$ cat src/logic/bdm_pkg.sv
// Constants, offsets and carrier types of the banked data memory block.
// Assumes one 100 MHz clock and a core that issues one access per cycle.

package bdm_pkg;

	// ************************************************************
	// Widths
	// ************************************************************
	localparam int BANK_W = 5;
	localparam int OFF_W  = 7;
	localparam int PTR_W  = 16;
	localparam int DATA_W = 8;

	// ************************************************************
	// Core register offsets
	// ************************************************************
	localparam logic [6:0] OFF_IND0     = 7'h00;
	localparam logic [6:0] OFF_IND1     = 7'h01;
	localparam logic [6:0] OFF_PTR0_LO  = 7'h04;
	localparam logic [6:0] OFF_PTR0_HI  = 7'h05;
	localparam logic [6:0] OFF_PTR1_LO  = 7'h06;
	localparam logic [6:0] OFF_PTR1_HI  = 7'h07;
	localparam logic [6:0] OFF_BANK     = 7'h08;
	localparam logic [6:0] OFF_PWR      = 7'h09;
	localparam logic [6:0] OFF_INT_STAT = 7'h0a;
	localparam logic [6:0] OFF_INT_MASK = 7'h0b;

	// ************************************************************
	// Bank layout
	// ************************************************************
	localparam logic [6:0] CORE_HI      = 7'h0b;
	localparam logic [6:0] PERIPH_LO    = 7'h0c;
	localparam logic [6:0] PERIPH_HI    = 7'h1f;
	localparam logic [6:0] GPR_LO       = 7'h20;
	localparam logic [6:0] GPR_BYTES    = 7'h50;
	localparam logic [6:0] COMMON_LO    = 7'h70;
	localparam int         COMMON_BYTES = 16;

	// ************************************************************
	// Indirect address space
	// ************************************************************
	localparam logic [15:0] TRAD_LIMIT = 16'h1000;
	localparam logic [15:0] LIN_BASE   = 16'h2000;
	localparam logic [15:0] FLASH_BASE = 16'h8000;

	// ************************************************************
	// Field positions
	// ************************************************************
	localparam int PWR_ENA_BIT   = 0;
	localparam int PWR_UNF_BIT   = 6;
	localparam int PWR_OVF_BIT   = 7;
	localparam int INT_OVF_BIT   = 0;
	localparam int INT_UNF_BIT   = 1;
	localparam int INT_SELF_BIT  = 2;
	localparam logic [7:0] INT_BITS_MASK = 8'h07;

	// ************************************************************
	// Reset values and counts
	// ************************************************************
	localparam logic [4:0]  BANK_RST     = 5'h00;
	localparam logic [15:0] PTR_RST      = 16'h0000;
	localparam logic [7:0]  INT_RST      = 8'h00;
	localparam logic [4:0]  STACK_LEVELS = 5'h10;

	// ************************************************************
	// Carrier types
	// ************************************************************
	typedef enum logic [1:0] {
		KIND_NONE,
		KIND_CORE,
		KIND_RAM
	} bdm_kind_type;

	typedef struct packed {
		bdm_kind_type kind;
		logic         self_ref;
		logic         flash;
		logic [6:0]   off;
		logic [15:0]  idx;
	} bdm_target_type;

endpackage

$ cat src/logic/bdm_ram.sv
// Byte storage for banked general purpose RAM and common RAM.
// Assumes the caller gives a valid index; read is combinational.
`timescale 1ns/1ps

module bdm_ram
	import bdm_pkg::*;
#(
	parameter int DEPTH = 176,
	parameter int AW    = 8
) (
	input  wire logic          ref_clk_in, // System clock
	input  wire logic          we_in,      // Write enable
	input  wire logic [AW-1:0] addr_in,    // Byte index
	input  wire logic [7:0]    wdata_in,   // Write data
	output logic      [7:0]    rdata_out   // Read data, same cycle
);

	logic [7:0] mem [DEPTH];

	always_ff @(posedge ref_clk_in) begin
		if (we_in) begin
			mem[addr_in] <= wdata_in;
		end
	end

	assign rdata_out = mem[addr_in];

endmodule

$ cat src/logic/bdm_top.sv
// Data memory map, bank and pointer address generation, stack guard.
// Assumes the core drives one access strobe at a time on ref_clk_in.
`timescale 1ns/1ps

module bdm_top
	import bdm_pkg::*;
#(
	parameter int NUM_BANKS = 2
) (
	input  wire logic       ref_clk_in,   // System clock, 100 MHz
	input  wire logic       rstn_in,      // Async reset, active low
	input  wire logic [6:0] addr_in,      // Bank offset from instruction
	input  wire logic [7:0] wdata_in,     // Write data
	input  wire logic       wr_in,        // Write strobe
	input  wire logic       rd_in,        // Read strobe
	input  wire logic       push_in,      // Stack push pulse
	input  wire logic       pop_in,       // Stack pop pulse
	input  wire logic       fault_en_in,  // Stack fault reset option pin
	output logic      [7:0] rdata_out,    // Read data, cycle after strobe
	output logic            stack_reset_out, // Stack fault reset pulse
	output logic            irq_out       // Interrupt, level
);

	// ************************************************************
	// Sizes
	// ************************************************************
	localparam int GPR_TOTAL  = NUM_BANKS * int'(GPR_BYTES);
	localparam int RAM_DEPTH  = GPR_TOTAL + COMMON_BYTES;
	localparam int RAM_AW     = $clog2(RAM_DEPTH);
	localparam logic [15:0] GPR_TOTAL16 = 16'(GPR_TOTAL);
	localparam logic [4:0]  BANKS5      = 5'(NUM_BANKS);

	// ************************************************************
	// State
	// ************************************************************
	logic [4:0]  bank;
	logic [4:0]  next_bank;
	logic [15:0] ptr0;
	logic [15:0] next_ptr0;
	logic [15:0] ptr1;
	logic [15:0] next_ptr1;
	logic        flag_ovf;
	logic        next_flag_ovf;
	logic        flag_unf;
	logic        next_flag_unf;
	logic [7:0]  int_stat;
	logic [7:0]  next_int_stat;
	logic [7:0]  int_mask;
	logic [7:0]  next_int_mask;
	logic [4:0]  depth;
	logic [4:0]  next_depth;
	logic [7:0]  next_rdata;
	logic        next_stack_reset;
	logic        next_irq;

	logic        sync1;
	logic        sync2;
	logic        sync3;
	logic        fault_en;
	logic        next_fault_en;

	bdm_target_type tgt;
	logic           ram_we;
	logic [7:0]     ram_q;
	logic           ovf_evt;
	logic           unf_evt;
	logic           self_evt;

	// ************************************************************
	// Address decode functions
	// ************************************************************
	function automatic bdm_target_type map_banked(input logic [4:0] b, input logic [6:0] off);
		bdm_target_type t;
		t = '0;
		t.kind = KIND_NONE;
		t.off = off;
		if (off >= COMMON_LO) begin
			t.kind = KIND_RAM;
			t.idx = GPR_TOTAL16 + 16'(off - COMMON_LO);
		end else if (off >= GPR_LO && off < GPR_LO + GPR_BYTES) begin
			if (b < BANKS5) begin
				t.kind = KIND_RAM;
				t.idx = 16'(b) * 16'(GPR_BYTES) + 16'(off - GPR_LO);
			end
		end else if (off <= CORE_HI) begin
			t.kind = KIND_CORE;
		end else if (off >= PERIPH_LO && off <= PERIPH_HI) begin
			t.kind = KIND_NONE;
		end
		return t;
	endfunction

	function automatic bdm_target_type map_pointer(input logic [15:0] p);
		bdm_target_type t;
		logic [15:0]    lin;
		t = '0;
		t.kind = KIND_NONE;
		lin = p - LIN_BASE;
		if (p < TRAD_LIMIT) begin
			t = map_banked(p[11:7], p[6:0]);
			if (t.kind == KIND_CORE && (p[6:0] == OFF_IND0 || p[6:0] == OFF_IND1)) begin
				t.kind = KIND_NONE;
				t.self_ref = 1'b1;
			end
		end else if (p >= LIN_BASE && p < FLASH_BASE) begin
			if (lin < GPR_TOTAL16) begin
				t.kind = KIND_RAM;
				t.idx = lin;
			end
		end else begin
			t.flash = 1'b1;
		end
		return t;
	endfunction

	function automatic logic [7:0] core_read(input logic [6:0] off, input logic [15:0] p0,
			input logic [15:0] p1, input logic [4:0] b, input logic [7:0] pwr,
			input logic [7:0] st, input logic [7:0] mk);
		logic [7:0] v;
		v = 8'h00;
		case (off)
			OFF_PTR0_LO:  v = p0[7:0];
			OFF_PTR0_HI:  v = p0[15:8];
			OFF_PTR1_LO:  v = p1[7:0];
			OFF_PTR1_HI:  v = p1[15:8];
			OFF_BANK:     v = {3'h0, b};
			OFF_PWR:      v = pwr;
			OFF_INT_STAT: v = st;
			OFF_INT_MASK: v = mk;
			default:      v = 8'h00;
		endcase
		return v;
	endfunction

	// ************************************************************
	// Option pin synchroniser
	// ************************************************************
	always_comb begin
		next_fault_en = fault_en;
		if (sync2 == sync3) begin
			next_fault_en = sync3;
		end
	end

	always_ff @(posedge ref_clk_in or negedge rstn_in) begin
		if (!rstn_in) begin
			sync1    <= 1'b0;
			sync2    <= 1'b0;
			sync3    <= 1'b0;
			fault_en <= 1'b0;
		end else begin
			sync1    <= fault_en_in;
			sync2    <= sync1;
			sync3    <= sync2;
			fault_en <= next_fault_en;
		end
	end

	// ************************************************************
	// Access target
	// ************************************************************
	always_comb begin
		if (addr_in == OFF_IND0) begin
			tgt = map_pointer(ptr0);
		end else if (addr_in == OFF_IND1) begin
			tgt = map_pointer(ptr1);
		end else begin
			tgt = map_banked(bank, addr_in);
		end
	end

	assign ram_we = wr_in && (tgt.kind == KIND_RAM);

	bdm_ram #(
		.DEPTH (RAM_DEPTH),
		.AW    (RAM_AW)
	) u_ram (
		.ref_clk_in (ref_clk_in),
		.we_in      (ram_we),
		.addr_in    (tgt.idx[RAM_AW-1:0]),
		.wdata_in   (wdata_in),
		.rdata_out  (ram_q)
	);

	// ************************************************************
	// Stack guard
	// ************************************************************
	always_comb begin
		next_depth       = depth;
		ovf_evt          = 1'b0;
		unf_evt          = 1'b0;
		if (push_in && !pop_in) begin
			if (depth == STACK_LEVELS) begin
				ovf_evt = 1'b1;
			end else begin
				next_depth = depth + 5'h01;
			end
		end else if (pop_in && !push_in) begin
			if (depth == 5'h00) begin
				unf_evt = 1'b1;
			end else begin
				next_depth = depth - 5'h01;
			end
		end
		next_stack_reset = (ovf_evt || unf_evt) && fault_en;
		if (next_stack_reset) begin
			next_depth = 5'h00;
		end
	end

	// ************************************************************
	// Registers, flags and read data
	// ************************************************************
	assign self_evt = (rd_in || wr_in) && tgt.self_ref;

	always_comb begin
		next_bank     = bank;
		next_ptr0     = ptr0;
		next_ptr1     = ptr1;
		next_flag_ovf = flag_ovf;
		next_flag_unf = flag_unf;
		next_int_stat = int_stat;
		next_int_mask = int_mask;
		next_rdata    = 8'h00;

		if (wr_in && tgt.kind == KIND_CORE) begin
			case (tgt.off)
				OFF_PTR0_LO:  next_ptr0[7:0]  = wdata_in;
				OFF_PTR0_HI:  next_ptr0[15:8] = wdata_in;
				OFF_PTR1_LO:  next_ptr1[7:0]  = wdata_in;
				OFF_PTR1_HI:  next_ptr1[15:8] = wdata_in;
				OFF_BANK:     next_bank       = wdata_in[4:0];
				OFF_PWR: begin
					next_flag_ovf = flag_ovf & wdata_in[PWR_OVF_BIT];
					next_flag_unf = flag_unf & wdata_in[PWR_UNF_BIT];
				end
				OFF_INT_STAT: next_int_stat = int_stat & ~wdata_in;
				OFF_INT_MASK: next_int_mask = wdata_in & INT_BITS_MASK;
				default:      next_bank     = bank;
			endcase
		end

		if (next_stack_reset && ovf_evt) begin
			next_flag_ovf = 1'b1;
		end
		if (next_stack_reset && unf_evt) begin
			next_flag_unf = 1'b1;
		end
		next_int_stat[INT_OVF_BIT]  = next_int_stat[INT_OVF_BIT] | ovf_evt;
		next_int_stat[INT_UNF_BIT]  = next_int_stat[INT_UNF_BIT] | unf_evt;
		next_int_stat[INT_SELF_BIT] = next_int_stat[INT_SELF_BIT] | self_evt;

		if (rd_in) begin
			case (tgt.kind)
				KIND_RAM:  next_rdata = ram_q;
				KIND_CORE: next_rdata = core_read(tgt.off, ptr0, ptr1, bank,
					{flag_ovf, flag_unf, 5'h00, fault_en}, int_stat, int_mask);
				default:   next_rdata = 8'h00;
			endcase
		end

		// Mask and status both taken at their next values, so irq_out tracks them
		next_irq = |(next_int_stat & next_int_mask);
	end

	always_ff @(posedge ref_clk_in or negedge rstn_in) begin
		if (!rstn_in) begin
			bank            <= BANK_RST;
			ptr0            <= PTR_RST;
			ptr1            <= PTR_RST;
			flag_ovf        <= 1'b0;
			flag_unf        <= 1'b0;
			int_stat        <= INT_RST;
			int_mask        <= INT_RST;
			depth           <= 5'h00;
			rdata_out       <= 8'h00;
			stack_reset_out <= 1'b0;
			irq_out         <= 1'b0;
		end else begin
			bank            <= next_bank;
			ptr0            <= next_ptr0;
			ptr1            <= next_ptr1;
			flag_ovf        <= next_flag_ovf;
			flag_unf        <= next_flag_unf;
			int_stat        <= next_int_stat;
			int_mask        <= next_int_mask;
			depth           <= next_depth;
			rdata_out       <= next_rdata;
			stack_reset_out <= next_stack_reset;
			irq_out         <= next_irq;
		end
	end

endmodule

$ cat config.mk
export PLATFORM = sky130hd
export DESIGN_NAME = bdm_top
export DESIGN_NICKNAME = d
export VERILOG_FILES = /design/src/logic/bdm_pkg.sv /design/src/logic/bdm_ram.sv /design/src/logic/bdm_top.sv
export SDC_FILE = /design/constraint.sdc
export NUM_CORES = 2
export LEC_CHECK = 0
export ABC_CLOCK_PERIOD_IN_PS = 3980
export BUFFER_PORTS_ARGS = -buffer_cell sky130_fd_sc_hd__buf_2
export CAP_MARGIN = 40
export CORE_ASPECT_RATIO = 1.75
export CORE_MARGIN = 2
export CORE_UTILIZATION = 45
export CTS_CLUSTER_DIAMETER = 200
export DETAILED_ROUTE_END_ITERATION = 10
export GPL_TIMING_DRIVEN = 0
export PLACE_DENSITY_LB_ADDON = 0.2
export SLEW_MARGIN = 20
export SYNTH_ARGS = -nofsm -noshare
export SYNTH_HDL_FRONTEND = slang
export SYNTH_HIERARCHICAL = 1
export SYNTH_SLANG_ARGS = --single-unit
$ cat constraint.sdc
create_clock -name ref_clk_in -period 3.98 [get_ports ref_clk_in]
set_input_delay 0.398 -clock ref_clk_in [delete_from_list [all_inputs] [get_ports ref_clk_in]]
set_output_delay 0.398 -clock ref_clk_in [all_outputs]
set_load 0.05 [all_outputs]
==> reports/results.tsv <==
stage	metric	value	unit
outcome	outcome	finished with violations	
outcome	failing checks	negative setup slack	
global_routing	global-route wire length before repair	280	mm
timing	worst-margin pin slew	0.988	ns
timing	Fin. Hold Viols	0	
critical_path	Setup crit start kind	flip-flop	
clock_network	clock buffer depth	3	
clock_network	H-tree depth	4	
clock_network	CTS sink count	1482	
logic_synthesis	synthesized area	0.0603	mm2
placement	total placed instance area	0.0645	mm2
global_routing	most crowded layer after global routing	met2	
timing	Slew headroom	33.3	%
logic_synthesis	Gate Count Post-Synth	3262	
logic_synthesis	Yosys top cell by area	edfxtp_1	
global_routing	gr usage total	30.4	%
route	Avg Vias per Cell	6.33	
timing	fin crit share	122	%
critical_path	slowest cell delay on critical path	0.60	ns
floorplanning	Vert. Die Dim	488	um
logic_synthesis	dominant cells by area after synthesis	edfxtp_1, mux4_2, mux2i_1, dfrtp_1, a22oi_1	
critical_path	CP max-delay cell	mux4_2	
floorplanning	Die W	281	um
route	Pre-Repair DR Iteration Count	8	
critical_path	Largest delay share family, worst path	compound AO/OA/AOI/OAI gates	
global_routing	largest net degree at the start of global routing	121	
clock_network	CTS Root Cell	clkbuf_16	
route	post-DR wirelength/cell	37.3	um
flow_run	max cap viols	0	
worst_hold_path	Hold Crit Class	in -> reg	
timing	post-layout worst setup margin	-0.871	ns
global_routing	met3 GRT Util	5.31	%
power_and_ir_drop	worst vdd ir	0.349	mV
clock_network	Clock transition at path regs	0.07	ns
clock_network	CTS tree	built	
global_routing	grt ovf	0	
route	Iter 0 DRT Violations	4003	
global_routing	GR Util met2	53.3	%
layout	layout cells sized above 1	34.1	%
critical_path	crit-path cells	inv_2, ha_4, nor4b_4, and4_4, nor2_4, nor2_4, o31a_1, a22o_1, a22o_4, buf_16, buf_4, buf_8, mux4_2, mux2i_4, a311o_1, nor3_1, a41oi_2, o311ai_4, a221o_1	
power_and_ir_drop	PD cells	463	mW/mm2
timing	endpoints failing setup	1404	
critical_path	Req. time, crit path	4.63	ns
logic_synthesis	syn_nets	3329	
logic_synthesis	Netlist cell types	73	
route	DRC violations left	0	
global_routing	met1 Use GR	32.0	%
floorplanning	full die area	0.137	mm2
timing	RSZ-0062 raised after global routing	yes	
placement	Port Buf Inserts	31	
logic_synthesis	area fraction of the dominant cell type after synthesis	70.1	%
logic_synthesis	post-synthesis register bit count	1482	
layout	fin util	55.3	%
logic_synthesis	Post-synth top cells	edfxtp_1, mux2i_1, mux4_2	
global_routing	initial antenna violation count	8	
placement	RePlAce Congestion	0.969	
critical_path	crit-path max FO	10	
layout	Final Cell Area	0.0736	mm2
critical_path	Worst path most repeated cell	nor2_4	
critical_path	Worst Path Buf+Inv	4	
timing	skew final	0.0210	ns
route	routed wire length	208	mm
logic_synthesis	top-count cell post-synth	edfxtp_1	
logic_synthesis	sequential-to-total area share from yosys stat	73.2	%
timing	Max Freq	206	MHz
global_routing	vias in the first global route	35000	
route	Post-DRT Antenna Nets	0	
critical_path	Crit. End Element	flip-flop	
floorplanning	I/O pin count	32	
clock_network	Worst-Skew Late Latency	0.77	ns
logic_synthesis	Primary FF master, synth	edfxtp_1	
power_and_ir_drop	Leak Pwr	24.3	nW
logic_synthesis	syn avg cell area	18.5	um2
clock_network	TritonCTS Buffers	134	
floorplanning	core area	0.133	mm2
timing	fin crit period	4.85	ns
layout	area grow syn2layout	22.0	%
floorplanning	Initial Util	45.3	%
critical_path	CP Class	reg -> reg	
logic_synthesis	EDFF count, synth	1408	
placement	dpl hpwl	143	mm
timing	Max Slew Vio Count	0	
route	via count	35400	
layout	fin nets	3763	
logic_synthesis	Synth Warn #	6	
critical_path	Worst EP arrival	5.50	ns
floorplanning	FP Rows	177	
logic_synthesis	asr flop ratio synth	4.99	%
registers in the layout, indices dropped and copies added, names as in the netlist:
register and cells:
irq_out 1, u_ram/mem 1408, flag_unf 1, ptr0 16, flag_ovf 1, depth 5, rdata_out 8, sync1 1
sync3 1, fault_en 1, int_mask 8, ptr1 16, sync2 1, stack_reset_out 1, int_stat 8, bank 5
timing repair:
action / CTS / global route
pin swaps: 60 / 58
setup endpoints to repair: 1446 / 1453
cloned: 1 / 2
endpoints found under the hold margin: 77 / 0
resized for setup: 667 / 197
hold buffers: 5 / 0
buffers inserted: 77 / 57
layout by cell type (no fill, tap or decap), types with 17 or more instances in the layout:
master / synthesis / routed
buf_8: 4 / 35
a22oi_1: 190 / 157
clkbuf_16: 0 / 142
buf_6: 34 / 76
dfrtp_1: 74 / 64
xnor2_1: 18 / 17
clkbuf_4: 0 / 18
a22oi_2: 0 / 33
nor2_4: 0 / 116
mux2_2: 39 / 39
clkbuf_2: 0 / 21
buf_16: 0 / 30
nand3_1: 38 / 24
inv_1: 37 / 29
buf_2: 27 / 41
clkinv_1: 0 / 22
mux2i_1: 363 / 350
mux4_2: 219 / 219
clkinv_2: 0 / 21
clkbuf_1: 82 / 40
nand2_1: 76 / 62
buf_4: 12 / 163
ha_1: 41 / 37
edfxtp_1: 1408 / 1408
buf_12: 6 / 63
nor2_2: 0 / 40
a21oi_1: 111 / 72
a21oi_2: 0 / 34
nor2_1: 200 / 44
cell families (layout without fill, tap and decap cells):
kind of cell,after synthesis,in the layout,synth area share [%]
buffers and inverters,221,755,2.17
and+or+nand+nor,428,428,3.25
DFF,1482,1482,73.2
muxes,626,626,15.0
other,0,4,0
adders and majority gates,46,46,1.00
AOI/OAI and AO/OA,437,437,5.09
xor gates and xnor gates,22,22,0.319
layout make-up:
type,count,area [um2]
diodes,4,10.0
well taps,1790,2240
clock buffers,166,3600
multi-input cells,1559,17300
inverters,39,161
fillers,10100,59500
repair buffers,308,3280
plain buffers,172,2150
clock inverters,70,727
flip-flops and latches,1482,44100
worst register-to-register path, cell delays in order, from the launching register on:
cell and delay [ns]:
dfrtp_1 0.41, inv_2 0.07, ha_4 0.26, nor4b_4 0.17, and4_4 0.30, nor2_4 0.05
nor2_4 0.10, o31a_1 0.17, a22o_1 0.16, a22o_4 0.18, buf_16 0.15, buf_4 0.16
buf_8 0.25, mux4_2 0.60, mux2i_4 0.34, a311o_1 0.34, nor3_1 0.10, a41oi_2 0.35
o311ai_4 0.22, a221o_1 0.36
power by group:
part	internal, W	switching [W]
logic	0.00138	0.00245
registers	0.0171	0.0000563
clock network	0.00729	0.00575
total	0.0258	0.00825
final timing paths:
path                                           start                    endpoint  slack [ns]  cells after the start
worst max-delay path            ptr1[13]$_DFFE_PN0P_      rdata_out[1]$_DFF_PN0_       -0.87                     19
worst min-delay path                     wdata_in[1]  u_ram/mem[24][1]$_DFFE_PP_        0.04                      1
min in group asynchronous                    rstn_in         ptr1[5]$_DFFE_PN0P_        0.08                      2
max in group asynchronous                    rstn_in        depth[1]$_DFFE_PN0P_        3.29                      3
worst max register to register  ptr1[13]$_DFFE_PN0P_      rdata_out[1]$_DFF_PN0_       -0.87                     19
worst min register to register       sync1$_DFF_PN0_             sync2$_DFF_PN0_        0.35                      0
routing by layer:
metal / vias to the layer above / wire length [um]
li1: 14100 / -
met1: 18500 / 65700
met2: 2011 / 107000
met3: 720 / 14800
met4: 2 / 20800
met5: - / 11
stage by stage:
| stage | setup slack [ns] | setup TNS [ns] | cells | total power [W] | hold slack [ns] |
|---|---|---|---|---|---|
| after global placement | -4.23 | -4441.77 | 5083 | 0.0205 | 0.345 |
| after floorplan | -0.166 | -38.42 | 3262 | 0.0191 | 0.102 |
| after detailed placement | -2.54 | -2970.47 | 5216 | 0.0206 | 0.321 |
| after CTS | -0.714 | -464.68 | 5527 | 0.0339 | 0.00937 |
| after global routing | -0.847 | -536.23 | 5587 | 0.0348 | 0.0241 |
| final | -0.871 | -476.88 | 5590 | 0.0341 | 0.0390 |
No activity file was read; power rests on OpenSTA's default activity.
